[src/hdl/oprm_cfg.svh]
// oprm_cfg.svh: offsets, field positions, reset values of the output remap block
// assumes: included by bare name from the package and the design files
`ifndef OPRM_CFG_SVH
`define OPRM_CFG_SVH

// bus geometry
`define OPRM_ADDR_W        12
`define OPRM_DATA_W        32

// register byte offsets, one aligned word each
`define OPRM_OFS_PINS_12_13 12'h000
`define OPRM_OFS_PINS_14_15 12'h004
`define OPRM_OFS_PINS_16_17 12'h008
`define OPRM_OFS_PINS_18_19 12'h00c

// number of selector registers and of remappable pins
`define OPRM_NUM_REGS      4
`define OPRM_NUM_PINS      8
// first register that is absent on the small package
`define OPRM_FIRST_OPT_REG 2

// field layout inside a 16-bit register
`define OPRM_SEL_W         5
`define OPRM_LO_SEL_LSB    0
`define OPRM_HI_SEL_LSB    8

// reset value of every selector
`define OPRM_SEL_RESET     5'h00
// selector code that connects nothing
`define OPRM_SEL_NONE      5'h00

// default count of peripheral output lines
`define OPRM_NUM_PERIPH    32

// bus response codes
`define OPRM_RESP_OKAY     2'h0
`define OPRM_RESP_SLVERR   2'h2

`endif

[src/hdl/oprm_pkg.sv]
// oprm_pkg.sv: types of the output remap block
// assumes: oprm_cfg.svh is on the include path
`include "oprm_cfg.svh"

package oprm_pkg;

  // one selector value
  typedef logic [`OPRM_SEL_W-1:0] oprm_sel_t;

  // register file and bus slave state of the top module
  typedef struct packed {
    oprm_sel_t [`OPRM_NUM_PINS-1:0] sel;     // one selector per pin
    logic                           aw_got;  // write address held
    logic [`OPRM_ADDR_W-1:0]        aw_addr; // held write address
    logic                           w_got;   // write data held
    logic [15:0]                    w_data;  // held write data, low half
    logic [1:0]                     w_strb;  // held strobes, low lanes
    logic                           awready;
    logic                           wready;
    logic                           bvalid;
    logic [1:0]                     bresp;
    logic                           arready;
    logic                           rvalid;
    logic [`OPRM_DATA_W-1:0]        rdata;
    logic [1:0]                     rresp;
  } oprm_state_s;

  // state of one pin mux
  typedef struct packed {
    logic pin_out;  // driven pin level
    logic remap_en; // peripheral owns the pin
  } oprm_mux_s;

endpackage : oprm_pkg

[src/hdl/oprm_pin_mux.sv]
// oprm_pin_mux.sv: routes one chosen peripheral output to one remappable pin
// assumes: peripheral outputs come from logic on aclk; selector from the register file
`timescale 1ns/1ps
`include "oprm_cfg.svh"

module oprm_pin_mux
  import oprm_pkg::*;
#(
  parameter int NUM_PERIPH = `OPRM_NUM_PERIPH
) (
  input  wire logic                  aclk,
  input  wire logic                  aresetn,
  input  wire logic [`OPRM_SEL_W-1:0] selector,
  input  wire logic [NUM_PERIPH-1:0] periph_out,
  output      logic                  pin_out,
  output      logic                  remap_en
);

  oprm_mux_s mux_reg;  // registered pin state
  oprm_mux_s mux_next; // next pin state

  // pick the peripheral line numbered by the selector
  always_comb begin
    mux_next = '0;
    if (selector != `OPRM_SEL_NONE && 32'(selector) < NUM_PERIPH) begin // RL3
      mux_next.remap_en = 1'b1;
      mux_next.pin_out  = periph_out[selector]; // RL3
    end else begin
      // code zero or unknown line: port logic keeps the pin
      mux_next.remap_en = 1'b0; // RL11
      mux_next.pin_out  = 1'b0;
    end
  end

  // register the pin state
  always_ff @(posedge aclk) begin
    if (!aresetn) begin
      mux_reg <= '0;
    end else begin
      mux_reg <= mux_next;
    end
  end

  assign pin_out  = mux_reg.pin_out;
  assign remap_en = mux_reg.remap_en;

endmodule : oprm_pin_mux

[src/hdl/oprm_out_remap.sv]
// oprm_out_remap.sv: output selector registers for remappable pins 12 to 19
// Notes on behaviour
// RL1: register one, bits 12:8 select pin 13
// RL2: register one, bits 4:0 select pin 12
// RL3: selector value n routes peripheral output n
// RL4: bits 15:13 and 7:5 read zero
// RL5: selector bits read/write, cleared on reset
// RL6: register two selects pins 15 and 14
// RL7: register three selects pins 17 and 16
// RL8: register four selects pins 19 and 18
// RL9: small package: registers three, four absent
// RL10: writes to unimplemented bits are dropped
// RL11: selector zero connects nothing, port keeps pin
//
// assumes: AXI4-Lite master on aclk; peripheral outputs on aclk;
// pin drivers downstream combine pin_out with remap_en.
`timescale 1ns/1ps
`include "oprm_cfg.svh"

module oprm_out_remap
  import oprm_pkg::*;
#(
  parameter int NUM_PERIPH    = `OPRM_NUM_PERIPH, // peripheral output lines
  parameter bit SMALL_PACKAGE = 1'b0              // 28-pin variant
) (
  input  wire logic                    aclk,
  input  wire logic                    aresetn,
  // write address channel
  input  wire logic [`OPRM_ADDR_W-1:0] s_axi_awaddr,
  input  wire logic [2:0]              s_axi_awprot,
  input  wire logic                    s_axi_awvalid,
  output      logic                    s_axi_awready,
  // write data channel
  input  wire logic [`OPRM_DATA_W-1:0] s_axi_wdata,
  input  wire logic [3:0]              s_axi_wstrb,
  input  wire logic                    s_axi_wvalid,
  output      logic                    s_axi_wready,
  // write response channel
  output      logic [1:0]              s_axi_bresp,
  output      logic                    s_axi_bvalid,
  input  wire logic                    s_axi_bready,
  // read address channel
  input  wire logic [`OPRM_ADDR_W-1:0] s_axi_araddr,
  input  wire logic [2:0]              s_axi_arprot,
  input  wire logic                    s_axi_arvalid,
  output      logic                    s_axi_arready,
  // read data channel
  output      logic [`OPRM_DATA_W-1:0] s_axi_rdata,
  output      logic [1:0]              s_axi_rresp,
  output      logic                    s_axi_rvalid,
  input  wire logic                    s_axi_rready,
  // peripheral output lines, line 0 unused
  input  wire logic [NUM_PERIPH-1:0]   periph_out,
  // remappable pins 12 to 19, bit 0 is pin 12
  output      logic [`OPRM_NUM_PINS-1:0] pin_out,
  output      logic [`OPRM_NUM_PINS-1:0] pin_remap_en
);

  oprm_state_s st_reg;  // all registered state
  oprm_state_s st_next; // next state

  // decode a byte address to a register index; returns mapped flag
  function automatic logic addr_hit(input logic [`OPRM_ADDR_W-1:0] addr,
                                    output logic [1:0]             idx);
    logic hit;
    hit = 1'b1;
    idx = 2'h0;
    unique case (addr)
      `OPRM_OFS_PINS_12_13: idx = 2'h0; // RL1 RL2
      `OPRM_OFS_PINS_14_15: idx = 2'h1; // RL6
      `OPRM_OFS_PINS_16_17: idx = 2'h2; // RL7
      `OPRM_OFS_PINS_18_19: idx = 2'h3; // RL8
      default:              hit = 1'b0;
    endcase
    return hit;
  endfunction : addr_hit

  // a register is present unless the small package drops it
  function automatic logic reg_present(input logic [1:0] idx);
    return !(SMALL_PACKAGE && 32'(idx) >= `OPRM_FIRST_OPT_REG); // RL9
  endfunction : reg_present

  // read value of one register: two fields, gaps as zero
  function automatic logic [`OPRM_DATA_W-1:0] reg_value(
      input oprm_sel_t [`OPRM_NUM_PINS-1:0] sel,
      input logic [1:0]                     idx);
    logic [`OPRM_DATA_W-1:0] v;
    v = '0; // RL4
    if (reg_present(idx)) begin
      v[`OPRM_LO_SEL_LSB +: `OPRM_SEL_W] = sel[{idx, 1'b0}]; // RL2
      v[`OPRM_HI_SEL_LSB +: `OPRM_SEL_W] = sel[{idx, 1'b1}]; // RL1
    end
    return v;
  endfunction : reg_value

  // local helpers of the combinational process
  logic                    aw_fire;   // address taken this edge
  logic                    w_fire;    // data taken this edge
  logic                    do_write;  // both halves present
  logic [`OPRM_ADDR_W-1:0] wr_addr;   // address of the write
  logic [15:0]             wr_data;   // data of the write
  logic [1:0]              wr_strb;   // lane strobes of the write
  logic [1:0]              wr_idx;    // register index written
  logic                    wr_hit;    // write address mapped
  logic [1:0]              rd_idx;    // register index read
  logic                    rd_hit;    // read address mapped

  // next-state logic: register file and bus slave
  always_comb begin
    st_next  = st_reg;
    wr_idx   = 2'h0;
    rd_idx   = 2'h0;
    wr_hit   = 1'b0;
    rd_hit   = 1'b0;
    aw_fire  = s_axi_awvalid && st_reg.awready;
    w_fire   = s_axi_wvalid && st_reg.wready;

    // a finished response frees the write path
    if (st_reg.bvalid && s_axi_bready) begin
      st_next.bvalid = 1'b0;
    end

    // hold an address that arrives alone
    if (aw_fire) begin
      st_next.aw_got  = 1'b1;
      st_next.aw_addr = s_axi_awaddr;
    end

    // hold data that arrives alone; only the low lanes matter
    if (w_fire) begin
      st_next.w_got  = 1'b1;
      st_next.w_data = s_axi_wdata[15:0];
      st_next.w_strb = s_axi_wstrb[1:0];
    end

    // pick each half from the hold register or the bus
    wr_addr  = st_reg.aw_got ? st_reg.aw_addr : s_axi_awaddr;
    wr_data  = st_reg.w_got ? st_reg.w_data : s_axi_wdata[15:0];
    wr_strb  = st_reg.w_got ? st_reg.w_strb : s_axi_wstrb[1:0];
    do_write = (st_reg.aw_got || aw_fire) && (st_reg.w_got || w_fire);

    // perform the write once both halves are in
    if (do_write) begin
      wr_hit         = addr_hit(wr_addr, wr_idx);
      st_next.aw_got = 1'b0;
      st_next.w_got  = 1'b0;
      st_next.bvalid = 1'b1;
      st_next.bresp  = wr_hit ? `OPRM_RESP_OKAY : `OPRM_RESP_SLVERR;
      if (wr_hit && reg_present(wr_idx)) begin // RL9
        // lane 0 holds the low selector, bits 7:5 dropped
        if (wr_strb[0]) begin
          st_next.sel[{wr_idx, 1'b0}] =
            wr_data[`OPRM_LO_SEL_LSB +: `OPRM_SEL_W]; // RL2 RL5 RL10
        end
        // lane 1 holds the high selector, bits 15:13 dropped
        if (wr_strb[1]) begin
          st_next.sel[{wr_idx, 1'b1}] =
            wr_data[`OPRM_HI_SEL_LSB +: `OPRM_SEL_W]; // RL1 RL5 RL10
        end
      end
    end

    // a read response leaves once accepted
    if (st_reg.rvalid && s_axi_rready) begin
      st_next.rvalid = 1'b0;
    end

    // take a read and capture its data in the same edge
    if (s_axi_arvalid && st_reg.arready) begin
      rd_hit         = addr_hit(s_axi_araddr, rd_idx);
      st_next.rvalid = 1'b1;
      st_next.rresp  = rd_hit ? `OPRM_RESP_OKAY : `OPRM_RESP_SLVERR;
      st_next.rdata  = rd_hit ? reg_value(st_reg.sel, rd_idx) : '0; // RL4 RL9
    end

    // readies follow from the next state, so they leave a flop
    st_next.awready = !st_next.aw_got && !st_next.bvalid;
    st_next.wready  = !st_next.w_got && !st_next.bvalid;
    st_next.arready = !st_next.rvalid;
  end

  // register all state; selectors clear on reset
  always_ff @(posedge aclk) begin
    if (!aresetn) begin
      st_reg         <= '0;
      st_reg.sel     <= {`OPRM_NUM_PINS{`OPRM_SEL_RESET}}; // RL5
      st_reg.bresp   <= `OPRM_RESP_OKAY;
      st_reg.rresp   <= `OPRM_RESP_OKAY;
    end else begin
      st_reg <= st_next;
    end
  end

  // bus outputs straight from the state register
  assign s_axi_awready = st_reg.awready;
  assign s_axi_wready  = st_reg.wready;
  assign s_axi_bvalid  = st_reg.bvalid;
  assign s_axi_bresp   = st_reg.bresp;
  assign s_axi_arready = st_reg.arready;
  assign s_axi_rvalid  = st_reg.rvalid;
  assign s_axi_rdata   = st_reg.rdata;
  assign s_axi_rresp   = st_reg.rresp;

  // one mux per remappable pin, pin 12 + k on lane k
  for (genvar k = 0; k < `OPRM_NUM_PINS; k++) begin : g_pin
    oprm_pin_mux #(
      .NUM_PERIPH (NUM_PERIPH)
    ) u_mux (
      .aclk       (aclk),
      .aresetn    (aresetn),
      .selector   (st_reg.sel[k]),     // RL3 RL6 RL7 RL8
      .periph_out (periph_out),
      .pin_out    (pin_out[k]),
      .remap_en   (pin_remap_en[k])    // RL11
    );
  end

  // protection bits carry no meaning for this block
  logic unused_prot;
  assign unused_prot = ^{s_axi_awprot, s_axi_arprot, s_axi_wdata[31:16], s_axi_wstrb[3:2]};

endmodule : oprm_out_remap

[config.mk]
export PLATFORM = sky130hd
export DESIGN_NAME = oprm_out_remap
export DESIGN_NICKNAME = d
export VERILOG_FILES = /design/src/hdl/oprm_pkg.sv /design/src/hdl/oprm_pin_mux.sv /design/src/hdl/oprm_out_remap.sv
export VERILOG_INCLUDE_DIRS = /design/src /design/src/hdl
export SDC_FILE = /design/constraint.sdc
export NUM_CORES = 1
export LEC_CHECK = 0
export BUFFER_PORTS_ARGS = -buffer_cell sky130_fd_sc_hd__buf_2
export CAP_MARGIN = 20
export CORE_MARGIN = 1.5
export CORE_UTILIZATION = 45
export DETAILED_ROUTE_END_ITERATION = 6
export HOLD_SLACK_MARGIN = 0.15
export PLACE_DENSITY = 0.8
export SLEW_MARGIN = 20
export SYNTH_ARGS = -nofsm -noshare
export SYNTH_HDL_FRONTEND = slang
export SYNTH_SLANG_ARGS = --single-unit
[constraint.sdc]
create_clock -name aclk -period 3.7 [get_ports aclk]
set_input_delay 0.37 -clock aclk [delete_from_list [all_inputs] [get_ports aclk]]
set_output_delay 0.37 -clock aclk [all_outputs]
set_load 0.02 [all_outputs]
; ---- Yosys cells after proc, flatten, opt, wreduce, memory -nomap -nowiden
; Cells that the tools add are included.
[totals]
mem_count = 0
ff_bits = 129
ram_bits = 0
rom_bits = 0
output_inout_bits = 57
latch_bits = 0
word_cells = 154
[classes]
magnitude_cmp = 14
add_sub_neg = 0
shifts = 0
multipliers = 0
n_reduce_logical = 37
mux = 60
n_eq_ne = 6
n_div = 0
bitwise = 0
[op_table]
columns = operator, n
row1 = 40-bit 2-to-1 mux, 4
row2 = 40-bit bitwise mux, 2
row3 = "12-bit by 4-bit == test with 1-bit output, second input constant", 4
row4 = "5-bit by 6-bit < comparator with 1-bit output, second input constant", 8
row5 = 1-bit binary-select mux with 5-bit select, 8
row6 = 5-bit nonzero test, 8
row7 = 13-bit 2-to-1 mux, 3
row8 = 35-bit 2-to-1 mux, 1
row9 = "12-bit by 3-bit == test with 1-bit output, second input constant", 2
row10 = 12-bit logical NOT, 2
row11 = 1-bit 2-to-1 mux, 24
row12 = 5-bit binary-select mux with 2-bit select, 2
row13 = 5-bit demux with 2-bit select, 2
row14 = 5-bit 2-to-1 mux, 4
row15 = 19-bit 2-to-1 mux, 1
row16 = 2-bit AND reduction, 9
row17 = "3-bit by 4-bit < comparator with 1-bit output, second input constant", 4
row18 = 12-bit 2-to-1 mux, 1
row19 = 2-bit one-hot mux with 3 select lines, 2
row20 = 1-bit logical AND, 10
row21 = 2-bit 2-to-1 mux, 5
row22 = 4-bit OR reduction, 2
row23 = "3-bit by 1-bit greater-or-equal comparator with 1-bit output, second input constant", 2
row24 = 1-bit logical NOT, 4
row25 = other kinds (2), 3

; ---- Logic depth before layout (Yosys ltp)
[logic_depth]
depth_word = 14
ltp_mapped = 6
ltp_nobuf = 5

; ---- Modules after synthesis
; Synthesis repeated with hierarchy kept, for this count alone.
[hier_totals]
hier_cells = 636
area_unflattened_um2 = 6821.5
[modules_own_cells]
columns = module, area_per_inst_um2, seq_area_each_um2, n_inst, cells_per_inst
row1 = oprm_out_remap, 4028.9, 1661.6, 1, 410
row2 = oprm_pin_mux (g_pin[1].u_mux ...), 349.1, 40.0, 7, 29
row3 = oprm_pin_mux (g_pin[0].u_mux), 349.1, 40.0, 1, 23

; ---- Worst setup path after synthesis
; No wires, ideal clock.
[synth_timing]
kind = register -> register
startpoint = register st_reg[93] in the netlist's numbering
endpoint = register g_pin[4].u_mux.mux_reg, in the netlist g_pin[4].u_mux.pin_out
stages_incl_launch_ff = 6
setup_ns = 0.115
arrival_ns = 1.870
t_required_ns = 3.585
slack_ns = 1.715
cell_sequence = dfxtp_1 > buf_4 > mux4_2 > mux4_2 > mux2_2 > and2_1
[synth_between]
elab_chain_len = 2
elab_cells_between_ends = 4
[synth_rtl]
columns = item, line_no
row1 = start: declaration, oprm_out_remap.sv:59  ; oprm_state_s st_reg;
row2 = start signal: assignment, oprm_out_remap.sv:190  ; st_reg <= st_next;
row3 = 1-bit binary-select mux with 5-bit select or 5-bit nonzero test (tied branches), --
row4 = 1-bit 2-to-1 mux (not written as such) or 2-bit AND reduction (tied branches), --
row5 = end signal: assignment, oprm_pin_mux.sv:40  ; mux_reg <= mux_next;
row6 = end: declaration, oprm_pin_mux.sv:19  ; oprm_mux_s mux_reg;
; Parallel ways exist; a longest one is shown, timed or not. The select of a mux whose other input is x is not followed.
; A chain may end at the register's enable or synchronous reset.

; ---- Worst setup path in the final report
[layout_timing]
startpoint = register st_reg[72] in the netlist's numbering
endpoint = register st_reg[78] in the netlist's numbering
[layout_between]
elab_chain_len = 10
elab_cells_between_ends = 20
[layout_rtl]
columns = item, line_no
row1 = 12-bit 2-to-1 mux, oprm_out_remap.sv:137  ; wr_addr = st_reg.aw_got ? st_reg.aw_addr : s_axi_awaddr;
row2 = 12-bit by 4-bit == test with 1-bit output or 12-bit by 3-bit == test with 1-bit output (tied branches), oprm_out_remap.sv:68  ; unique case (addr)
row3 = 2-bit one-hot mux with 3 select lines, oprm_out_remap.sv:68
row4 = 2-bit 2-to-1 mux, oprm_out_remap.sv:143  ; if (do_write) begin
row5 = 3-bit by 4-bit < comparator with 1-bit output or 3-bit by 1-bit greater-or-equal comparator with 1-bit output (tied branches), oprm_out_remap.sv:157  ; st_next.sel[{wr_idx, 1'b1}] =
row6 = 1-bit logical AND, oprm_out_remap.sv:157
row7 = 5-bit 2-to-1 mux, oprm_out_remap.sv:157
row8 = 5-bit demux with 2-bit select, oprm_out_remap.sv:157
row9 = 40-bit bitwise mux, oprm_out_remap.sv:157
row10 = 40-bit 2-to-1 mux, oprm_out_remap.sv:156  ; if (wr_strb[1]) begin
; Parallel ways exist; a longest one is shown, timed or not. The select of a mux whose other input is x is not followed.

==> results.md <==
* Status: finished clean
* Drt via density at 6.00
* Post-Syn Instances at slightly below 600
* Via count of the first global-routing pass at 4714
* Adder-cell share of the synthesized area at 0
* Cell with the most instances after synthesis: dfxtp_1
* Design area at 7140 µm²
* Setup CP Type: reg2reg
* Post-Route WL at 16.3 mm
* Top FF cell, synth: dfxtp_1
* Clock share of power at 0.390
* Initial antenna violation count at 3
* Die Wd at between 100 and 150 µm
* WP data required at 3.95 ns
* Clock latency on the worst-skew pair at 0.36 ns
* Hold Vio Cnt, Final at 0
* Worst setup SP type: register
* Post-synth top area cell: dfxtp_1
* Fraction of registers with async set/reset at 0
* Cts bufs inserted at 9
* XOR/XNOR Fraction of Synth Area at 0
* Slew Limit Fails at 0
* Final Instance Count excl. Fillers at 832
* Area of the core at 14000 µm²
* Top-area cell type share of the netlist area at 0.302
* Post-synth top cells: 99 x dfxtp_1, 78 x mux4_2, 69 x nand2_1, 58 x buf_4, 50 x mux2i_1
* Post-DRT Antenna Nets at 0
* Synth area leaders: dfxtp_1 30%, mux4_2 27%, mux2i_1 7.6%
* Post-synthesis mux area share at 0.382
* Hold crit path type: in2reg
* Io pins at 162
* Critical Path AT at between 2 and 3 ns
* Mapped Area at about 6600 µm²
* Sequential area share after synthesis at 0.302
* Final setup margin at approximately 1.2 ns
* Post-Place Cell Area at 6850 µm²
* Post-synthesis compound-gate area fraction at 0.0941
* Dpl ws at ~1.2 ns
* Int Power at around 1.7 mW
* Clock sinks at 99
* RSZ-0062 raised after global routing: false
* WL per Instance at 19.6 µm
* Post-synth EDFFs at 0
* Synthesis Warnings at 0
* Reg power frac at 0.475
* Fin crit share at 0.666
* Pre-antenna DRT Iters at 5
* # port buffers at 107
* Setup Buffers After CTS at 0
* Root buf cell: clkbuf_16
* # hold bufs at CTS at 0
* Via count at 4991
* Share of cells above drive strength 1 at 0.355
* Setup violations, final at 0
* Die extent in y at 124 µm
* Max reg flops at 66
* Largest net degree at the start of global routing at 49
* CP Max Fanout at 14
* Combinational power share at 0.135
* First-pass GRT wire length at 25.4 mm
* Setup TNS at 0 ns
* Row count at 43
* Gr usage total at 0.221
* Post-Synth Simple-Gate Area at 0.135
* Peak VDD IR at 0.000215 V
* Number of synthesized register bits at 99
* DP HPWL at 12.0 mm
* Die area at 15300 µm²
* P&R area growth vs syn at 8.89%
* Fillcell total at 1231
* Min Tclk post-route at around 2.5 ns
* Total Power at 2.32 mW
* Worst-path clk slew at around 0.070 ns
* Net Sw Frac at 0.260
* Relative slew slack at 0.492
* Layout Skew at 0.00822 ns
* Avg Synthesized Cell Area at 11.0 µm²
* Max-Cap Viols at 0
* F_max at 0.406 GHz
* Static Leak at 2.47 nW
* Initial Util at 0.467
* PwrDens at roughly 330 nW/µm²
* Post-layout nets at roughly 750
* Slew @ Worst Pin at 0.761 ns
* Residual DRC at 0
* Cells after DPL at 816
* Count of cell types in the netlist at 37
* Crit path capture type: register
* GP Congestion at 0.897
* Iter 0 DRT Violations at 410
* Largest family of logic cells by synthesized area: multiplexers
* Congestion Overflow GR at 0
* CTS H-tree lvls at 3
* Switching pwr at 0.603 mW
* Post_cts resized at 0
* Clk buf depth at 2
* CTS tree: yes
[area by class of cell]
class / count / area (µm²) / area share
Clock inverter: 4 / 32.5 / 0.00456
Tap cell: 180 / 225 / 0.0315
Sequential cell: 99 / 1980 / 0.278
Inverter: 2 / 7.51 / 0.00105
Timing Repair Buffer: 108 / 543 / 0.0760
Multi-Input combinational cell: 427 / 4100 / 0.574
Clock buffer: 11 / 253 / 0.0354
Antenna cell: 1 / 2.50 / 0.000350
[cells by family after synthesis]
kind of cell | after synthesis
simple gates | 173
mux | 150
flops | 99
buf+inv | 92
compound gates | 80
other cells | 1
[worst max-delay path, stage by stage (launching register included)]
cell and delay [ns]:
dfxtp_1 0.57, nor3b_1 0.58, o22ai_1 0.24, a211oi_2 0.64
mux2i_1 0.26, nor2b_1 0.07
[through the flow]
stage / utilization / hold WS [ns]
final: 0.509 / 0.265
after global routing: 0.509 / 0.272
after CTS: 0.508 / 0.254
after detailed placement: 0.488 / 0.440
after global placement: 0.488 / 0.441
after floorplan: - / 0.426
[worst paths after layout]
path	from	end	slack (ns)	depth (start not counted)
worst max-delay path	st_reg[72]$_SDFF_PN0_	st_reg[78]$_SDFFE_PN0P_	1.23	5
worst min-delay path	s_axi_wdata[11]	st_reg[54]$_SDFFE_PN0P_	0.27	3
worst max register to register	st_reg[72]$_SDFF_PN0_	st_reg[78]$_SDFFE_PN0P_	1.23	5
worst min register to register	s_axi_rdata[2]$_SDFFE_PN0P_	s_axi_rdata[2]$_SDFFE_PN0P_	0.46	2
[power by group through the flow]
stage	combinational [mW]	clock (mW)	sequential, mW
after floorplan	0.218	0	1.13
after global placement	0.302	0	1.13
after detailed placement	0.309	0	1.13
after CTS	0.310	0.923	1.10
after global routing	0.339	0.968	1.11
final	0.314	0.906	1.10
[layer usage]
metal / track usage / up-vias / wire length [µm]
li1: - / 2268 / -
met1: 0.288 / 2384 / 6580
met2: 0.341 / 292 / 7600
met3: 0.0632 / 43 / 1600
met4: 0.101 / 4 / 528
met5: 0 / - / 30
[cell usage in the layout (no fill, tap or decap), types with 2 or more instances in the layout]
master,instances
a211oi_2,8
a21boi_0,31
a21o_1,2
a21oi_1,5
a22oi_1,2
a32o_1,2
and2_1,9
and3_1,4
and3b_1,3
buf_2,107
clkbuf_16,9
clkbuf_8,2
clkinvlp_4,2
conb_1,24
dfxtp_1,99
inv_1,2
inv_6,2
mux2_2,22
mux2i_1,50
mux4_2,78
nand2_1,69
nand2b_1,3
nand3_1,4
nor2_1,15
nor2b_1,42
nor3_1,6
nor3b_1,5
nor4_1,5
o211ai_1,4
o21a_1,7
o21ai_0,6
o221ai_1,5
o22ai_1,6
or4_1,6
No activity file was read; power rests on OpenSTA's default activity.
